[src/inc/setup_menu_pkg.sv]
// Constants, item map and state type for the setup menu parameter editor.
package setup_menu_pkg;
    // Timing base.
    localparam int CLK_HZ = 20_000_000;
    localparam int MS_PER_S = 1000;
    localparam int S_PER_MIN = 60;
    localparam int TICK_CYCLES_DEF = CLK_HZ / MS_PER_S;
    localparam int OPEN_HOLD_S = 5;
    localparam int OPEN_MS_DEF = OPEN_HOLD_S * MS_PER_S;
    localparam int TIMEOUT_MIN = 4;
    localparam int TIMEOUT_MS_DEF = TIMEOUT_MIN * S_PER_MIN * MS_PER_S;
    localparam int LONG_PRESS_MS = 2000;
    localparam int TICK_W = 15;
    localparam int MS_W = 18;
    localparam logic [MS_W-1:0] LONG_MS = MS_W'(LONG_PRESS_MS);

    // Item map, zero based: item k shows as 3-(k+1).
    localparam int ITEM_COUNT = 24;
    localparam int VAL_W = 32;
    localparam logic [4:0] IT_CUST1 = 5'h00;
    localparam logic [4:0] IT_CUST2 = 5'h01;
    localparam logic [4:0] IT_DATE = 5'h02;
    localparam logic [4:0] IT_TIME = 5'h03;
    localparam logic [4:0] IT_YEAR = 5'h04;
    localparam logic [4:0] IT_MONTH = 5'h05;
    localparam logic [4:0] IT_FLOW = 5'h06;
    localparam logic [4:0] IT_UNIT = 5'h07;
    localparam logic [4:0] IT_ADDR_BUS = 5'h08;
    localparam logic [4:0] IT_ADDR_S1 = 5'h09;
    localparam logic [4:0] IT_ADDR_S2 = 5'h0A;
    localparam logic [4:0] IT_AVG = 5'h0B;
    localparam logic [4:0] IT_HC = 5'h0C;
    localparam logic [4:0] IT_OFFSET = 5'h0D;
    localparam logic [4:0] IT_RADIO = 5'h0E;
    localparam logic [4:0] IT_END = 5'h17;

    // Display menu digits.
    localparam logic [3:0] MENU_FIRST = 4'h1;
    localparam logic [3:0] MENU_SETUP = 4'h3;

    // Value ranges and codes.
    localparam logic [16:0] ADDR_MAX = 17'h000FA;
    localparam logic [16:0] AVG_MIN = 17'h00001;
    localparam logic [16:0] AVG_MAX = 17'h005A0;
    localparam logic [16:0] HC_MIN = 17'h000C8;
    localparam logic [16:0] HC_MAX = 17'h04650;
    localparam logic [16:0] HC_DISABLED = 17'h061A8;
    localparam logic [VAL_W-1:0] HC_OFF_BCD = 32'h0002_5000;
    localparam logic [16:0] FLOW_LAST = 17'h00001;
    localparam logic [16:0] UNIT_LAST = 17'h00003;
    localparam logic [1:0] UNIT_KWH = 2'h0;
    localparam logic [1:0] UNIT_MWH = 2'h1;
    localparam logic [3:0] METER_TYPE_HC = 4'h6;
    localparam logic [5:0] SESSION_MAX = 6'h32;

    typedef enum logic [2:0] {
        ST_NORMAL, ST_MENU, ST_BROWSE, ST_EDIT, ST_OK, ST_OFF
    } state_t;
endpackage

[src/verilog/key_sync.sv]
// Three-stage synchroniser and settle filter for the front keys.
`timescale 1ns/1ps
module key_sync #(
    parameter int N = 3
) (
    // Clock and reset.
    input wire logic clk,
    input wire logic rst_n,
    // Raw key pins, high while pressed.
    input wire logic [N-1:0] keyPin,
    // Settled key levels.
    output logic [N-1:0] keyOn_q
);
    logic [N-1:0] s1_q;
    logic [N-1:0] s2_q;
    logic [N-1:0] s3_q;

    // A level change is taken only once stages two and three agree.
    wire [N-1:0] settled = ~(s2_q ^ s3_q);

    always_ff @(posedge clk or negedge rst_n) begin
        if (!rst_n) begin
            s1_q <= '0;
            s2_q <= '0;
            s3_q <= '0;
            keyOn_q <= '0;
        end else begin
            s1_q <= keyPin;
            s2_q <= s1_q;
            s3_q <= s2_q;
            keyOn_q <= (settled & s3_q) | (~settled & keyOn_q);
        end
    end
endmodule

[src/verilog/param_mem.sv]
// Storage for the menu item values, one BCD word per item.
`timescale 1ns/1ps
module param_mem
    import setup_menu_pkg::*;
(
    // Clock and reset.
    input wire logic clk,
    input wire logic rst_n,
    // Write port.
    input wire logic we,
    input wire logic [4:0] wAddr,
    input wire logic [VAL_W-1:0] wData,
    // Read port, data registered.
    input wire logic [4:0] rAddr,
    output logic [VAL_W-1:0] rData_q
);
    logic [VAL_W-1:0] mem_q [ITEM_COUNT];

    // Cleared at reset so a blank device shows zeros, not garbage.
    always_ff @(posedge clk or negedge rst_n) begin
        if (!rst_n) begin
            for (int i = 0; i < ITEM_COUNT; i++) begin
                mem_q[i] <= '0;
            end
        end else if (we) begin
            mem_q[wAddr] <= wData;
        end
    end

    always_ff @(posedge clk or negedge rst_n) begin
        if (!rst_n) begin
            rData_q <= '0;
        end else begin
            rData_q <= mem_q[rAddr];
        end
    end
endmodule

[src/verilog/setup_menu_editor.sv]
// Front-key setup menu controller: navigation, digit editing, commit.
`timescale 1ns/1ps

// Summary of operation
// Five second primary hold opens menu selection; primary on menu 3 enters.
// Setup items have no sub readings; index is menu digit plus three digits.
// Arrow keys step items; a primary press opens the item for editing.
// Editing starts on the leftmost digit; brief presses step that digit.
// While editing, arrow keys move the flashing digit right or left.
// A long press commits, shows OK, then the stored value is shown.
// Factory-disabled items show Off; primary lights the Off frame only.
// Twenty-four items in fixed order, indexed 3-001 up to 3-024.
// Heat/cool threshold editable only for meter type 6, else Off.
// Customer number is sixteen digits held as two eight-digit items.
// Second yearly date 00.00 is inactive; active means two yearly logs.
// Second monthly date 00 is inactive; active means two monthly logs.
// Flow position code picks inlet or outlet; a symbol shows it.
// Energy unit code selects kWh, MWh, GJ or Gcal.
// kWh not allowed by the resolution code is replaced by MWh.
// The three primary addresses accept only 0 to 250.
// Averaging period accepts only 1 to 1440 minutes.
// Sensor offset item may be disabled by country code, then Off.
// At most fifty setup sessions; then refused until total reset.
// Four idle minutes in the menus return to the first normal reading.
// Out-of-range values are not stored unless a substitution applies.
module setup_menu_editor
    import setup_menu_pkg::*;
#(
    parameter logic [TICK_W-1:0] TICK_CYCLES = TICK_W'(TICK_CYCLES_DEF),
    parameter logic [MS_W-1:0] OPEN_MS = MS_W'(OPEN_MS_DEF),
    parameter logic [MS_W-1:0] TIMEOUT_MS = MS_W'(TIMEOUT_MS_DEF)
) (
    // Clock and reset.
    input wire logic clk,
    input wire logic rst_n,
    // Front key pins, high while pressed.
    input wire logic keyPrimary,
    input wire logic keyLeft,
    input wire logic keyRight,
    // Factory configuration, same clock domain.
    input wire logic [ITEM_COUNT-1:0] itemDisabled,
    input wire logic [3:0] meterType,
    input wire logic offsetDisabled,
    input wire logic resolutionKwhOk,
    input wire logic [15:0] yearlyDate2,
    input wire logic [7:0] monthlyDate2,
    input wire logic totalReset,
    // Display.
    output logic [3:0] dispMenu_q,
    output logic [11:0] dispItem_q,
    output logic [VAL_W-1:0] dispValue_q,
    output logic [2:0] flashDigit_q,
    output logic flashing_q,
    output logic showOff_q,
    output logic offFrame_q,
    output logic showOk_q,
    output logic inletSymbol_q,
    // Status.
    output logic menuSelect_q,
    output logic setupActive_q,
    output logic setupLocked_q,
    output logic [1:0] energyUnit_q,
    output logic yearlyTwoLogs_q,
    output logic monthlyTwoLogs_q
);
    state_t state_q, state_d;
    logic [2:0] keyOn;
    logic [2:0] keyPrev_q;
    logic [TICK_W-1:0] tick_q;
    logic [MS_W-1:0] holdMs_q;
    logic [MS_W-1:0] idleMs_q;
    logic longDone_q;
    logic pressOwn_q;
    logic [4:0] item_q, item_d;
    logic [2:0] focus_q, focus_d;
    logic [3:0] menuDigit_q, menuDigit_d;
    logic [VAL_W-1:0] editBuf_q, editBuf_d;
    logic [5:0] sessions_q;
    logic lockedByEnd_q;
    logic [1:0] unitCode_q;
    logic flowCode_q;
    logic [VAL_W-1:0] memRData;
    logic [VAL_W-1:0] commitData;
    logic memWe;
    logic lockSet;

    // Number of digits that each item edits.
    function automatic logic [3:0] digitsOf(input logic [4:0] it);
        unique case (it)
            IT_DATE, IT_TIME: digitsOf = 4'h6;
            IT_YEAR, IT_AVG: digitsOf = 4'h4;
            IT_MONTH: digitsOf = 4'h2;
            IT_FLOW, IT_UNIT, IT_RADIO, IT_END: digitsOf = 4'h1;
            IT_ADDR_BUS, IT_ADDR_S1, IT_ADDR_S2, IT_OFFSET: digitsOf = 4'h3;
            IT_HC: digitsOf = 4'h5;
            default: digitsOf = 4'h8;
        endcase
    endfunction

    // Binary value of the five low BCD digits.
    function automatic logic [16:0] bcdToBin(input logic [VAL_W-1:0] v);
        bcdToBin = 17'(v[3:0]) + 17'(v[7:4]) * 17'h0000A
            + 17'(v[11:8]) * 17'h00064 + 17'(v[15:12]) * 17'h003E8
            + 17'(v[19:16]) * 17'h02710;
    endfunction

    // Item number 1..24 as three BCD digits.
    function automatic logic [11:0] itemBcd(input logic [4:0] it);
        logic [4:0] n;
        logic [4:0] tens;
        n = it + 5'h01;
        tens = (n >= 5'h14) ? 5'h02 : ((n >= 5'h0A) ? 5'h01 : 5'h00);
        itemBcd = {4'h0, tens[3:0], 4'(n - tens * 5'h0A)};
    endfunction

    key_sync #(.N(3)) keys (
        .clk(clk),
        .rst_n(rst_n),
        .keyPin({keyRight, keyLeft, keyPrimary}),
        .keyOn_q(keyOn)
    );

    param_mem store (
        .clk(clk),
        .rst_n(rst_n),
        .we(memWe),
        .wAddr(item_q),
        .wData(commitData),
        .rAddr(item_q),
        .rData_q(memRData)
    );

    // Key events.
    wire primOn = keyOn[0];
    wire primRise = keyOn[0] & ~keyPrev_q[0];
    wire primFall = ~keyOn[0] & keyPrev_q[0];
    wire leftRise = keyOn[1] & ~keyPrev_q[1];
    wire rightRise = keyOn[2] & ~keyPrev_q[2];
    wire keyChange = |(keyOn ^ keyPrev_q);
    wire msTick = tick_q == TICK_CYCLES - TICK_W'(1);
    wire longHit = primOn & pressOwn_q & ~longDone_q & (holdMs_q >= LONG_MS);
    wire briefPress = primFall & pressOwn_q & ~longDone_q;
    wire timeout = (state_q != ST_NORMAL) & (idleMs_q >= TIMEOUT_MS);
    wire entryRefused = lockedByEnd_q | (sessions_q >= SESSION_MAX);

    // Item classification.
    wire hcOff = (item_q == IT_HC) & (meterType != METER_TYPE_HC);
    wire offsetOff = (item_q == IT_OFFSET) & offsetDisabled;
    wire offItem = itemDisabled[item_q] | hcOff | offsetOff;
    wire isAddr = (item_q == IT_ADDR_BUS) | (item_q == IT_ADDR_S1)
        | (item_q == IT_ADDR_S2);
    wire [3:0] nDigits = digitsOf(item_q);
    wire [3:0] lastFocus = nDigits - 4'h1;
    wire [2:0] digitPos = 3'(lastFocus - {1'b0, focus_q});
    wire [4:0] shiftAmt = {digitPos, 2'b00};
    wire [3:0] curDigit = 4'(editBuf_q >> shiftAmt);
    wire [3:0] nextDigit = (curDigit >= 4'h9) ? 4'h0 : curDigit + 4'h1;
    wire [VAL_W-1:0] steppedBuf = (editBuf_q & ~(32'h0000_000F << shiftAmt))
        | (VAL_W'(nextDigit) << shiftAmt);

    // Commit checks and substitutions.
    wire [16:0] binVal = bcdToBin(editBuf_q);
    wire addrBad = isAddr & (binVal > ADDR_MAX);
    wire avgBad = (item_q == IT_AVG)
        & ((binVal < AVG_MIN) | (binVal > AVG_MAX));
    wire unitBad = (item_q == IT_UNIT) & (binVal > UNIT_LAST);
    wire flowBad = (item_q == IT_FLOW) & (binVal > FLOW_LAST);
    wire hcBad = (item_q == IT_HC) & (binVal != HC_DISABLED)
        & ((binVal < HC_MIN) | (binVal > HC_MAX));
    wire commitOk = ~(addrBad | avgBad | unitBad | flowBad);
    wire kwhSwap = (item_q == IT_UNIT) & (editBuf_q[1:0] == UNIT_KWH)
        & ~resolutionKwhOk;
    assign commitData = hcBad ? HC_OFF_BCD
        : (kwhSwap ? VAL_W'(UNIT_MWH) : editBuf_q);
    wire [1:0] unitShown = ((unitCode_q == UNIT_KWH) & ~resolutionKwhOk)
        ? UNIT_MWH : unitCode_q;
    wire inSetup = (state_q != ST_NORMAL) & (state_q != ST_MENU);
    wire sessionStart = (state_q == ST_MENU) & (state_d == ST_BROWSE);

    always_comb begin
        state_d = state_q;
        item_d = item_q;
        focus_d = focus_q;
        menuDigit_d = menuDigit_q;
        editBuf_d = editBuf_q;
        memWe = 1'b0;
        lockSet = 1'b0;
        if (timeout) begin
            state_d = ST_NORMAL;
        end else begin
            unique case (state_q)
                ST_NORMAL: begin
                    if (primOn && holdMs_q >= OPEN_MS) begin
                        state_d = ST_MENU;
                        menuDigit_d = MENU_FIRST;
                    end
                end
                ST_MENU: begin
                    if (rightRise) begin
                        menuDigit_d = (menuDigit_q >= MENU_SETUP)
                            ? MENU_FIRST : menuDigit_q + 4'h1;
                    end else if (leftRise) begin
                        menuDigit_d = (menuDigit_q <= MENU_FIRST)
                            ? MENU_SETUP : menuDigit_q - 4'h1;
                    end else if (primRise) begin
                        if (menuDigit_q == MENU_SETUP && !entryRefused) begin
                            state_d = ST_BROWSE;
                            item_d = IT_CUST1;
                        end else if (menuDigit_q != MENU_SETUP) begin
                            state_d = ST_NORMAL;
                        end
                    end
                end
                ST_BROWSE: begin
                    if (rightRise) begin
                        item_d = (item_q == IT_END)
                            ? IT_CUST1 : item_q + 5'h01;
                    end else if (leftRise) begin
                        item_d = (item_q == IT_CUST1)
                            ? IT_END : item_q - 5'h01;
                    end else if (primRise) begin
                        if (offItem) begin
                            state_d = ST_OFF;
                        end else begin
                            state_d = ST_EDIT;
                            focus_d = 3'h0;
                            editBuf_d = memRData;
                        end
                    end
                end
                ST_EDIT: begin
                    if (longHit) begin
                        if (item_q == IT_END) begin
                            lockSet = 1'b1;
                            state_d = ST_NORMAL;
                        end else begin
                            memWe = commitOk;
                            state_d = commitOk ? ST_OK : ST_BROWSE;
                        end
                    end else if (rightRise) begin
                        if ({1'b0, focus_q} < lastFocus) begin
                            focus_d = focus_q + 3'h1;
                        end
                    end else if (leftRise) begin
                        if (focus_q != 3'h0) begin
                            focus_d = focus_q - 3'h1;
                        end
                    end else if (briefPress) begin
                        editBuf_d = steppedBuf;
                    end
                end
                ST_OK: begin
                    if (!primOn) begin
                        state_d = ST_BROWSE;
                    end
                end
                ST_OFF: begin
                    if (!primOn) begin
                        state_d = ST_BROWSE;
                    end
                end
            endcase
        end
    end

    // Millisecond tick, key hold and idle timers.
    always_ff @(posedge clk or negedge rst_n) begin
        if (!rst_n) begin
            tick_q <= '0;
            holdMs_q <= '0;
            idleMs_q <= '0;
            keyPrev_q <= '0;
            longDone_q <= 1'b0;
            pressOwn_q <= 1'b0;
        end else begin
            tick_q <= msTick ? '0 : tick_q + TICK_W'(1);
            keyPrev_q <= keyOn;
            if (!primOn) begin
                holdMs_q <= '0;
            end else if (msTick && holdMs_q != '1) begin
                holdMs_q <= holdMs_q + MS_W'(1);
            end
            if (keyChange || state_q == ST_NORMAL) begin
                idleMs_q <= '0;
            end else if (msTick && idleMs_q != '1) begin
                idleMs_q <= idleMs_q + MS_W'(1);
            end
            longDone_q <= primOn & (longDone_q | longHit);
            if (primRise) begin
                pressOwn_q <= state_q == ST_EDIT;
            end
        end
    end

    // Menu state and session bookkeeping.
    always_ff @(posedge clk or negedge rst_n) begin
        if (!rst_n) begin
            state_q <= ST_NORMAL;
            item_q <= IT_CUST1;
            focus_q <= 3'h0;
            menuDigit_q <= MENU_FIRST;
            editBuf_q <= '0;
            sessions_q <= 6'h00;
            lockedByEnd_q <= 1'b0;
        end else begin
            state_q <= state_d;
            item_q <= item_d;
            focus_q <= focus_d;
            menuDigit_q <= menuDigit_d;
            editBuf_q <= editBuf_d;
            if (totalReset) begin
                sessions_q <= 6'(sessionStart);
            end else if (sessionStart) begin
                sessions_q <= sessions_q + 6'h01;
            end
            // A lock request that meets a total reset still locks.
            lockedByEnd_q <= lockSet | (lockedByEnd_q & ~totalReset);
        end
    end

    // Settings that steer the rest of the meter, shadowed on commit.
    always_ff @(posedge clk or negedge rst_n) begin
        if (!rst_n) begin
            unitCode_q <= UNIT_MWH;
            flowCode_q <= 1'b0;
        end else if (memWe && item_q == IT_UNIT) begin
            unitCode_q <= commitData[1:0];
        end else if (memWe && item_q == IT_FLOW) begin
            flowCode_q <= commitData[0];
        end
    end

    // Display and status outputs.
    always_ff @(posedge clk or negedge rst_n) begin
        if (!rst_n) begin
            dispMenu_q <= 4'h0;
            dispItem_q <= 12'h000;
            dispValue_q <= '0;
            flashDigit_q <= 3'h0;
            flashing_q <= 1'b0;
            showOff_q <= 1'b0;
            offFrame_q <= 1'b0;
            showOk_q <= 1'b0;
            inletSymbol_q <= 1'b0;
            menuSelect_q <= 1'b0;
            setupActive_q <= 1'b0;
            setupLocked_q <= 1'b0;
            energyUnit_q <= UNIT_MWH;
            yearlyTwoLogs_q <= 1'b0;
            monthlyTwoLogs_q <= 1'b0;
        end else begin
            dispMenu_q <= inSetup ? MENU_SETUP : menuDigit_q;
            dispItem_q <= inSetup ? itemBcd(item_q) : 12'h000;
            dispValue_q <= (state_q == ST_EDIT) ? editBuf_q : memRData;
            flashDigit_q <= digitPos;
            flashing_q <= state_q == ST_EDIT;
            showOff_q <= inSetup & offItem;
            offFrame_q <= state_q == ST_OFF;
            showOk_q <= state_q == ST_OK;
            inletSymbol_q <= flowCode_q;
            menuSelect_q <= state_q == ST_MENU;
            setupActive_q <= inSetup;
            setupLocked_q <= entryRefused;
            energyUnit_q <= unitShown;
            yearlyTwoLogs_q <= yearlyDate2 != 16'h0000;
            monthlyTwoLogs_q <= monthlyDate2 != 8'h00;
        end
    end
endmodule

[config.mk]
export PLATFORM = sky130hd
export DESIGN_NAME = setup_menu_editor
export DESIGN_NICKNAME = d
export VERILOG_FILES = /design/src/inc/setup_menu_pkg.sv /design/src/verilog/key_sync.sv /design/src/verilog/param_mem.sv /design/src/verilog/setup_menu_editor.sv
export SDC_FILE = /design/constraint.sdc
export NUM_CORES = 2
export LEC_CHECK = 0
export BUFFER_PORTS_ARGS = -buffer_cell sky130_fd_sc_hd__buf_4
export CAP_MARGIN = 10
export CORE_UTILIZATION = 33
export DETAILED_ROUTE_END_ITERATION = 8
export PLACE_DENSITY = 0.53
export SYNTH_ARGS = -nofsm -noshare
export SYNTH_HDL_FRONTEND = slang
export SYNTH_SLANG_ARGS = --single-unit
[constraint.sdc]
create_clock -name clk -period 7.4 [get_ports clk]
set_clock_uncertainty 0.15 [all_clocks]
set_input_delay 1.11 -clock clk [delete_from_list [all_inputs] [get_ports clk]]
set_output_delay 1.11 -clock clk [all_outputs]
set_load 0.05 [all_outputs]
# Word level (Yosys, flattened, before mapping)
# Memory sizes are Yosys's and may differ from the RTL's.
# Cells that the tools add are included.
# totals
ff_bits	982
romBits	128
in_bits	60
wordCells	318
memories	1
# op_classes
n_addsub	18
n_mul	5
magnitude_cmp	20
eq_ne	42
shifts	3
muxes	82
bitwise	59
reduce_logical	29
# mem_list
name	depth	word_bits	read_ports	rd_clocked_by_memory_dff	wr	line_no	rtl
(no name shown)	32	4	1	0	0	setup_menu_editor.sv:89	unique case (it)
# ops
op	n
bitwise mux 768 bit	1
2-to-1 mux 32 bit	14
binary-select mux 32 bit (select 5 bit)	1
demux 32 bit (select 5 bit)	1
2-to-1 mux 18 bit	4
2-to-1 mux 3 bit	24
case mux 32 bit (2 select lines)	1
2-to-1 mux 5 bit	8
adder 18 x 1 -> 18 bit, second input constant	2
inequality test 18 bit, second input constant	2
AND 32 bit	1
NOT 32 bit	1
OR 32 bit	1
left shift 4 x 5 -> 32 bit	1
left shift 4 x 5 -> 32 bit, first input constant	1
right shift 32 x 5 -> 4 bit	1
== test 5 x 4 -> 1 bit, second input constant	6
2-to-1 mux 4 bit	7
inequality test 2 bit, second input constant	14
AND 1 bit	26
AND reduction 10 bit	2
>= comparator 18 x 11 -> 1 bit, second input constant	1
>= comparator 18 x 13 -> 1 bit, second input constant	1
>= comparator 18 bit, second input constant	1
other kinds (78)	136

# Logic depth before layout (Yosys ltp)
# depth
ltp_word	20
mapped_depth	29

# Cells and area by module
# From an unflattened synthesis, not the netlist that was laid out.
# hier_totals
cells_unflattened	3790
area_unflattened_um2	48544.1
# modules_own_cells
module	n_inst	cells_each	area_per_inst_um2	seq_area_each_um2
param_mem	1	2462	36064.6	20019.2
setup_menu_editor	1	1313	12145.4	4257.8
key_sync	1	15	334.1	300.3

# Worst setup path before layout
# No wires, ideal clock.
# synth_timing
kind	reg2reg
from	register editBuf_q[14]
to	register store.mem_q[520] in the netlist's numbering
setup_time_ns	0.125
t_arrival_ns	6.610
t_required_ns	7.125
setup_slack_ns	0.515
path_stages_with_launch	29
synth_period_minus_slack_ns	6.885
path_cell_list	dfrtp_1 -> fa_1 -> inv_1 -> fa_1 -> inv_1 -> ha_1 -> a21oi_1 -> inv_1 -> a21oi_1 -> nor2_1 -> o21ai_0 -> nand2_1 -> a21oi_1 -> xnor2_1 -> ha_1 -> ha_1 -> ha_1 -> clkbuf_1 -> a21o_1 -> a2111oi_1 -> nor3b_1 -> nor4_2 -> nand4_1 -> mux2i_1 -> nand4b_2 -> buf_6 -> nor3_4 -> buf_6 -> mux2_2
# synth_between
elab_chain_cells	14
# synth_lines
element	line_no	rtl
start, declared	setup_menu_editor.sv:77	logic [VAL_W-1:0] editBuf_q, editBuf_d;
start signal, assigned	setup_menu_editor.sv:310	editBuf_q <= editBuf_d;
multiplier 4 x 7 -> 11 bit (*)	setup_menu_editor.sv:103	+ 17'(v[11:8]) * 17'h00064 + 17'(v[15:12]) * 17'h003E8
adder 12 x 14 -> 15 bit (*)	setup_menu_editor.sv:103	
adder 15 x 17 -> 17 bit (*)	setup_menu_editor.sv:104	+ 17'(v[19:16]) * 17'h02710;
< comparator 17 x 1 -> 1 bit / > comparator 17 x 11 -> 1 bit (equally long branches)	setup_menu_editor.sv:165	& ((binVal < AVG_MIN) | (binVal > AVG_MAX));
OR 1 bit	setup_menu_editor.sv:165	
AND 1 bit	setup_menu_editor.sv:165	
OR 1 bit (3 in a row)	setup_menu_editor.sv:170	wire commitOk = ~(addrBad | avgBad | unitBad | flowBad);
NOT 1 bit	setup_menu_editor.sv:170	
2-to-1 mux 1 bit	setup_menu_editor.sv:233	if (item_q == IT_END) begin
2-to-1 mux 1 bit	setup_menu_editor.sv:232	if (longHit) begin
2-to-1 mux 1 bit	setup_menu_editor.sv:191	unique case (state_q)
2-to-1 mux 1 bit	setup_menu_editor.sv:188	if (timeout) begin
end signal, assigned by index	param_mem.sv:26	mem_q[wAddr] <= wData;
end, declared	param_mem.sv:17	logic [VAL_W-1:0] mem_q [ITEM_COUNT];
# Every way passes the cells marked *; elsewhere a longest branch is shown, timed or not.
# A chain may end at the register's enable or synchronous reset.

# Worst setup path after layout
# layout_timing
from	register editBuf_q[13]
to	register store.mem_q[749] in the netlist's numbering
# layout_between
elab_chain_cells	14
# layout_lines
element	line_no
multiplier 4 x 7 -> 11 bit	setup_menu_editor.sv:103
adder 12 x 14 -> 15 bit	setup_menu_editor.sv:103
adder 15 x 17 -> 17 bit	setup_menu_editor.sv:104
< comparator 17 x 1 -> 1 bit / > comparator 17 x 11 -> 1 bit (equally long branches)	setup_menu_editor.sv:165
OR 1 bit	setup_menu_editor.sv:165
AND 1 bit	setup_menu_editor.sv:165
OR 1 bit (3 in a row)	setup_menu_editor.sv:170
NOT 1 bit	setup_menu_editor.sv:170
2-to-1 mux 1 bit	setup_menu_editor.sv:233
2-to-1 mux 1 bit	setup_menu_editor.sv:232
2-to-1 mux 1 bit	setup_menu_editor.sv:191
2-to-1 mux 1 bit	setup_menu_editor.sv:188
# Parallel ways exist; a longest one is shown, timed or not.

==> summary.md <==
| Metric | Value |
|---|---|
| Sw Pwr | 6.97 mW |
| EDFF count, synth | 0 |
| Yosys cell types | 84 |
| Clock slew at reported path FFs | 0.06 ns |
| CP Max Fanout | 17 |
| Critical Path End Type | flip-flop |
| Final Hold Vio Count | 0 |
| Die W | 381 microns |
| Bufs on Longest Clock Path | 3 |
| Layout fillers | 13500 |
| DIE AREA | 145000 sq um |
| Logic pwr share | 0.360 |
| Area delta synth->final | 14.7% |
| Status | complete, no violations |
| Largest net degree at the start of global routing | between 150 and 200 |
| Simple-gate portion of the synthesized area | 0.0589 |
| Placed Instances | 5300 |
| H-tree Lvls | 3 |
| Crit path required time | roughly 7.9 ns |
| Crit path kind | flip-flop to flip-flop |
| Yosys warnings | 0 |
| Row count | about 140 |
| Pint | 10.8 mW |
| Main synth FF type | dfrtp_1 |
| Final Cycle Share | 0.957 |
| Max Slew Vio Count | 0 |
| Num CTS Buffers | about 110 |
| CTS Root Cell | clkbuf_16 |
| CTS tree | built |
| Synth Area in XOR/XNOR | 0.0140 |
| Detail Placement HPWL | 79000 microns |
| Post-synth ARST share | 1.00 |
| Total wire length | 131000 microns |
| Yosys reg bits | 982 |
| ANT nets after route | 0 |
| Total power | 17.8 mW |
| Post-synthesis mux area share | 0.290 |
| Mapped Cells | 3493 |
| CTS Sinks | 982 |
| Net count reported at finish | 3713 |
| Clock share of power | 0.306 |
| Sequential area share after synthesis | 0.518 |
| Worst slew margin | 0.219 |
| Clock period minus worst slack | 7.08 ns |
| Core region area | 142000 sq um |
| Maximum VDD drop | 357 uV |
| Total number of vias | 29000 |
| DRT iter0 DRCs | 1928 |
| GRT Total Usage | 0.180 |
| Leading cell type in the layout, fill and taps excluded | dfrtp_1 |
| Net Sw Frac | 0.392 |
| Synthesized cell area | 47500 sq um |
| Vias per cell | between 5 and 6 |
| Fin cells | 5510 |
| Share of cells above drive strength 1 | 0.381 |
| TritonRoute pass-1 iters | 7 |
| Initial Utilization | 0.334 |
| Leakage | 25.7 nW |
| CP arrival | 7.54 ns |
| Antenna violations before repair | 2 |
| Die H | between 300 and 400 microns |
| Drt wl/cell | 23.8 microns |
| Clk_lat worst skew | 0.74 ns |
| CP startpoint kind | flip-flop |
| Worst hold path class | flip-flop to flip-flop |
| Seq pwr share | 0.334 |
| PD cells | 327 nW/um^2 |
| Synth Area in Compound Gates | 0.0460 |
| Hold WS | 0.191 ns |
| IO buf count | 116 |
| Max-cap violations | 0 |
| Tightest Pin Transition | 1.16 ns |
| Vias in the first global route | 30100 |
| # IOs | 123 |
| Main combinational cell family by area after synthesis | multiplexers |
| Peak Freq | 0.141 GHz |
| First-pass GRT wire length | 199000 microns |
| Total gr overflow | 0 |
| DRC | 0 |
| Setup TNS | 0 ns |
| Post-Synth Adder-Cell Area | 0.0386 |
| Mean post-synth cell area | 13.6 sq um |
| Commonest cells after routing, fill and taps aside | dfrtp_1, mux2_2, mux4_2, nand2_1, buf_4 |
| # setup viols final | 0 |
| Routability Congestion | around 0.85 |
## metal layers
metal | vias to the layer above | track usage | share of wire
met3 | 135 | 0.0215 | 0.038
met1 | 15600 | 0.257 | 0.47
met2 | 524 | 0.288 | 0.47
met5 | - | 0 | 0
li1 | 12700 | - | -
met4 | 0 | 0.0484 | 0.020
## critical path, stage by stage, from the launching register on
cell      delay [ns]
dfrtp_1         0.40
fa_1            0.61
inv_1           0.11
fa_1            0.51
inv_1           0.04
ha_1            0.34
a21oi_2         0.18
inv_1           0.07
a21oi_1         0.16
nor2_1          0.07
nor2_1          0.11
xnor2_1         0.14
ha_1            0.25
ha_1            0.29
ha_1            0.37
and3_2          0.26
o211a_1         0.27
a21oi_2         0.10
xnor2_1         0.20
nor4b_4         0.38
nand4_1         0.20
mux2i_2         0.33
nand4b_2        0.16
buf_8           0.23
nor3_4          0.22
buf_4           0.22
buf_12          0.20
mux2_2          0.35
## power by group through the flow
stage / clock network [mW] / registers [mW] / logic [mW]
global placement: 0 / 6.05 / 6.34
CTS: 5.59 / 5.95 / 6.37
detailed placement: 0 / 6.05 / 6.35
floorplan: 0 / 6.12 / 4.05
global route: 5.80 / 5.98 / 6.93
finish: 5.44 / 5.95 / 6.41
## flip-flops by register name (all words and copies together) (netlist names), 4 cells and up, named ones only
register       cells
dispItem_q         6
dispMenu_q         4
dispValue_q       32
editBuf_q         32
holdMs_q          18
idleMs_q          18
item_q             5
menuDigit_q        4
sessions_q         6
store.mem_q      768
store.rData_q     32
tick_q            15
## timing repair
item,in CTS,in global routing
buffers inserted,0,6
gates resized for setup,0,51
hold buffers,0,0
setup endpoints to repair,0,739
## cells in the mapped netlist, types with 4 or more instances
master    number  area share
o221ai_1      10      0.0018
xor2_1        35      0.0065
o21a_1         9      0.0014
or3_1          7     0.00092
mux4_2       213        0.10
dfrtp_1      979        0.52
mux2i_1       58       0.012
nand2_1      174       0.014
a21oi_1       67      0.0071
and3_1        19      0.0025
inv_1        104      0.0082
nor3_2         7      0.0015
xnor2_1       41      0.0076
or2_2         11      0.0014
nand2b_1      13      0.0017
a221oi_1       4     0.00074
and4_1         4     0.00074
buf_2         55      0.0058
nand4_1       23      0.0030
nor2_1       144       0.011
mux2_2       694        0.16
nor4_1        16      0.0021
a22oi_1       30      0.0047
a22o_1        16      0.0030
o31ai_1        7      0.0011
o22ai_1       29      0.0038
buf_1         30      0.0024
nor2b_1       17      0.0022
mux2_1        49       0.012
nor3_4         7      0.0024
buf_6          4     0.00095
nand3_1       32      0.0034
and2_1        39      0.0051
clkbuf_1     171       0.014
buf_4         27      0.0043
fa_1          30       0.013
o21ai_0      101       0.011
nor3_1        24      0.0025
a31oi_1        8      0.0011
a21o_1        17      0.0027
nor3b_1        4     0.00063
ha_1          96       0.025
## cell type report
cell class	instances	area, sq um	share of cell area
repair buffers	209	2070	0.0380
multi-input cells	2123	21400	0.393
inverters	106	398	0.00731
flip-flops and latches	982	24600	0.452
clock buffers	159	3200	0.0588
well taps	1890	2360	0.0434
clock inverters	35	409	0.00751
diodes	6	15.0	0.000276
## worst paths after layout
kind,from,end,slack [ns],depth (start not counted)
worst max register to register,editBuf_q[13]$_DFFE_PN0P_,store.mem_q[749]$_DFFE_PN0P_,0.32,27
worst min register to register,keys.s1_q[2]$_DFF_PN0_,keys.s2_q[2]$_DFF_PN0_,0.19,0
min in group asynchronous,rst_n,tick_q[5]$_DFF_PN0_,0.22,1
worst min-delay path,keys.s1_q[2]$_DFF_PN0_,keys.s2_q[2]$_DFF_PN0_,0.19,0
max in group asynchronous,rst_n,store.mem_q[334]$_DFFE_PN0P_,5.24,3
worst max-delay path,editBuf_q[13]$_DFFE_PN0P_,store.mem_q[749]$_DFFE_PN0P_,0.32,27
## cell families after synthesis
family,count (synthesis)
and+or+nand+nor,558
xor gates and xnor gates,76
AOI/OAI and AO/OA,340
DFF,982
muxes,1014
buffers and inverters,393
adders and majority gates,129
other,1
## stage by stage
stage | utilization | area (sq um) | setup slack, ns
global placement | 0.356 | 50600 | 0.0933
floorplan | - | 47500 | 0.515
CTS | 0.381 | 54200 | 0.00684
finish | 0.383 | 54500 | 0.320
global route | 0.383 | 54400 | -0.0192
detailed placement | 0.356 | 50600 | 0.0467
(Power assumes the default switching activity.)
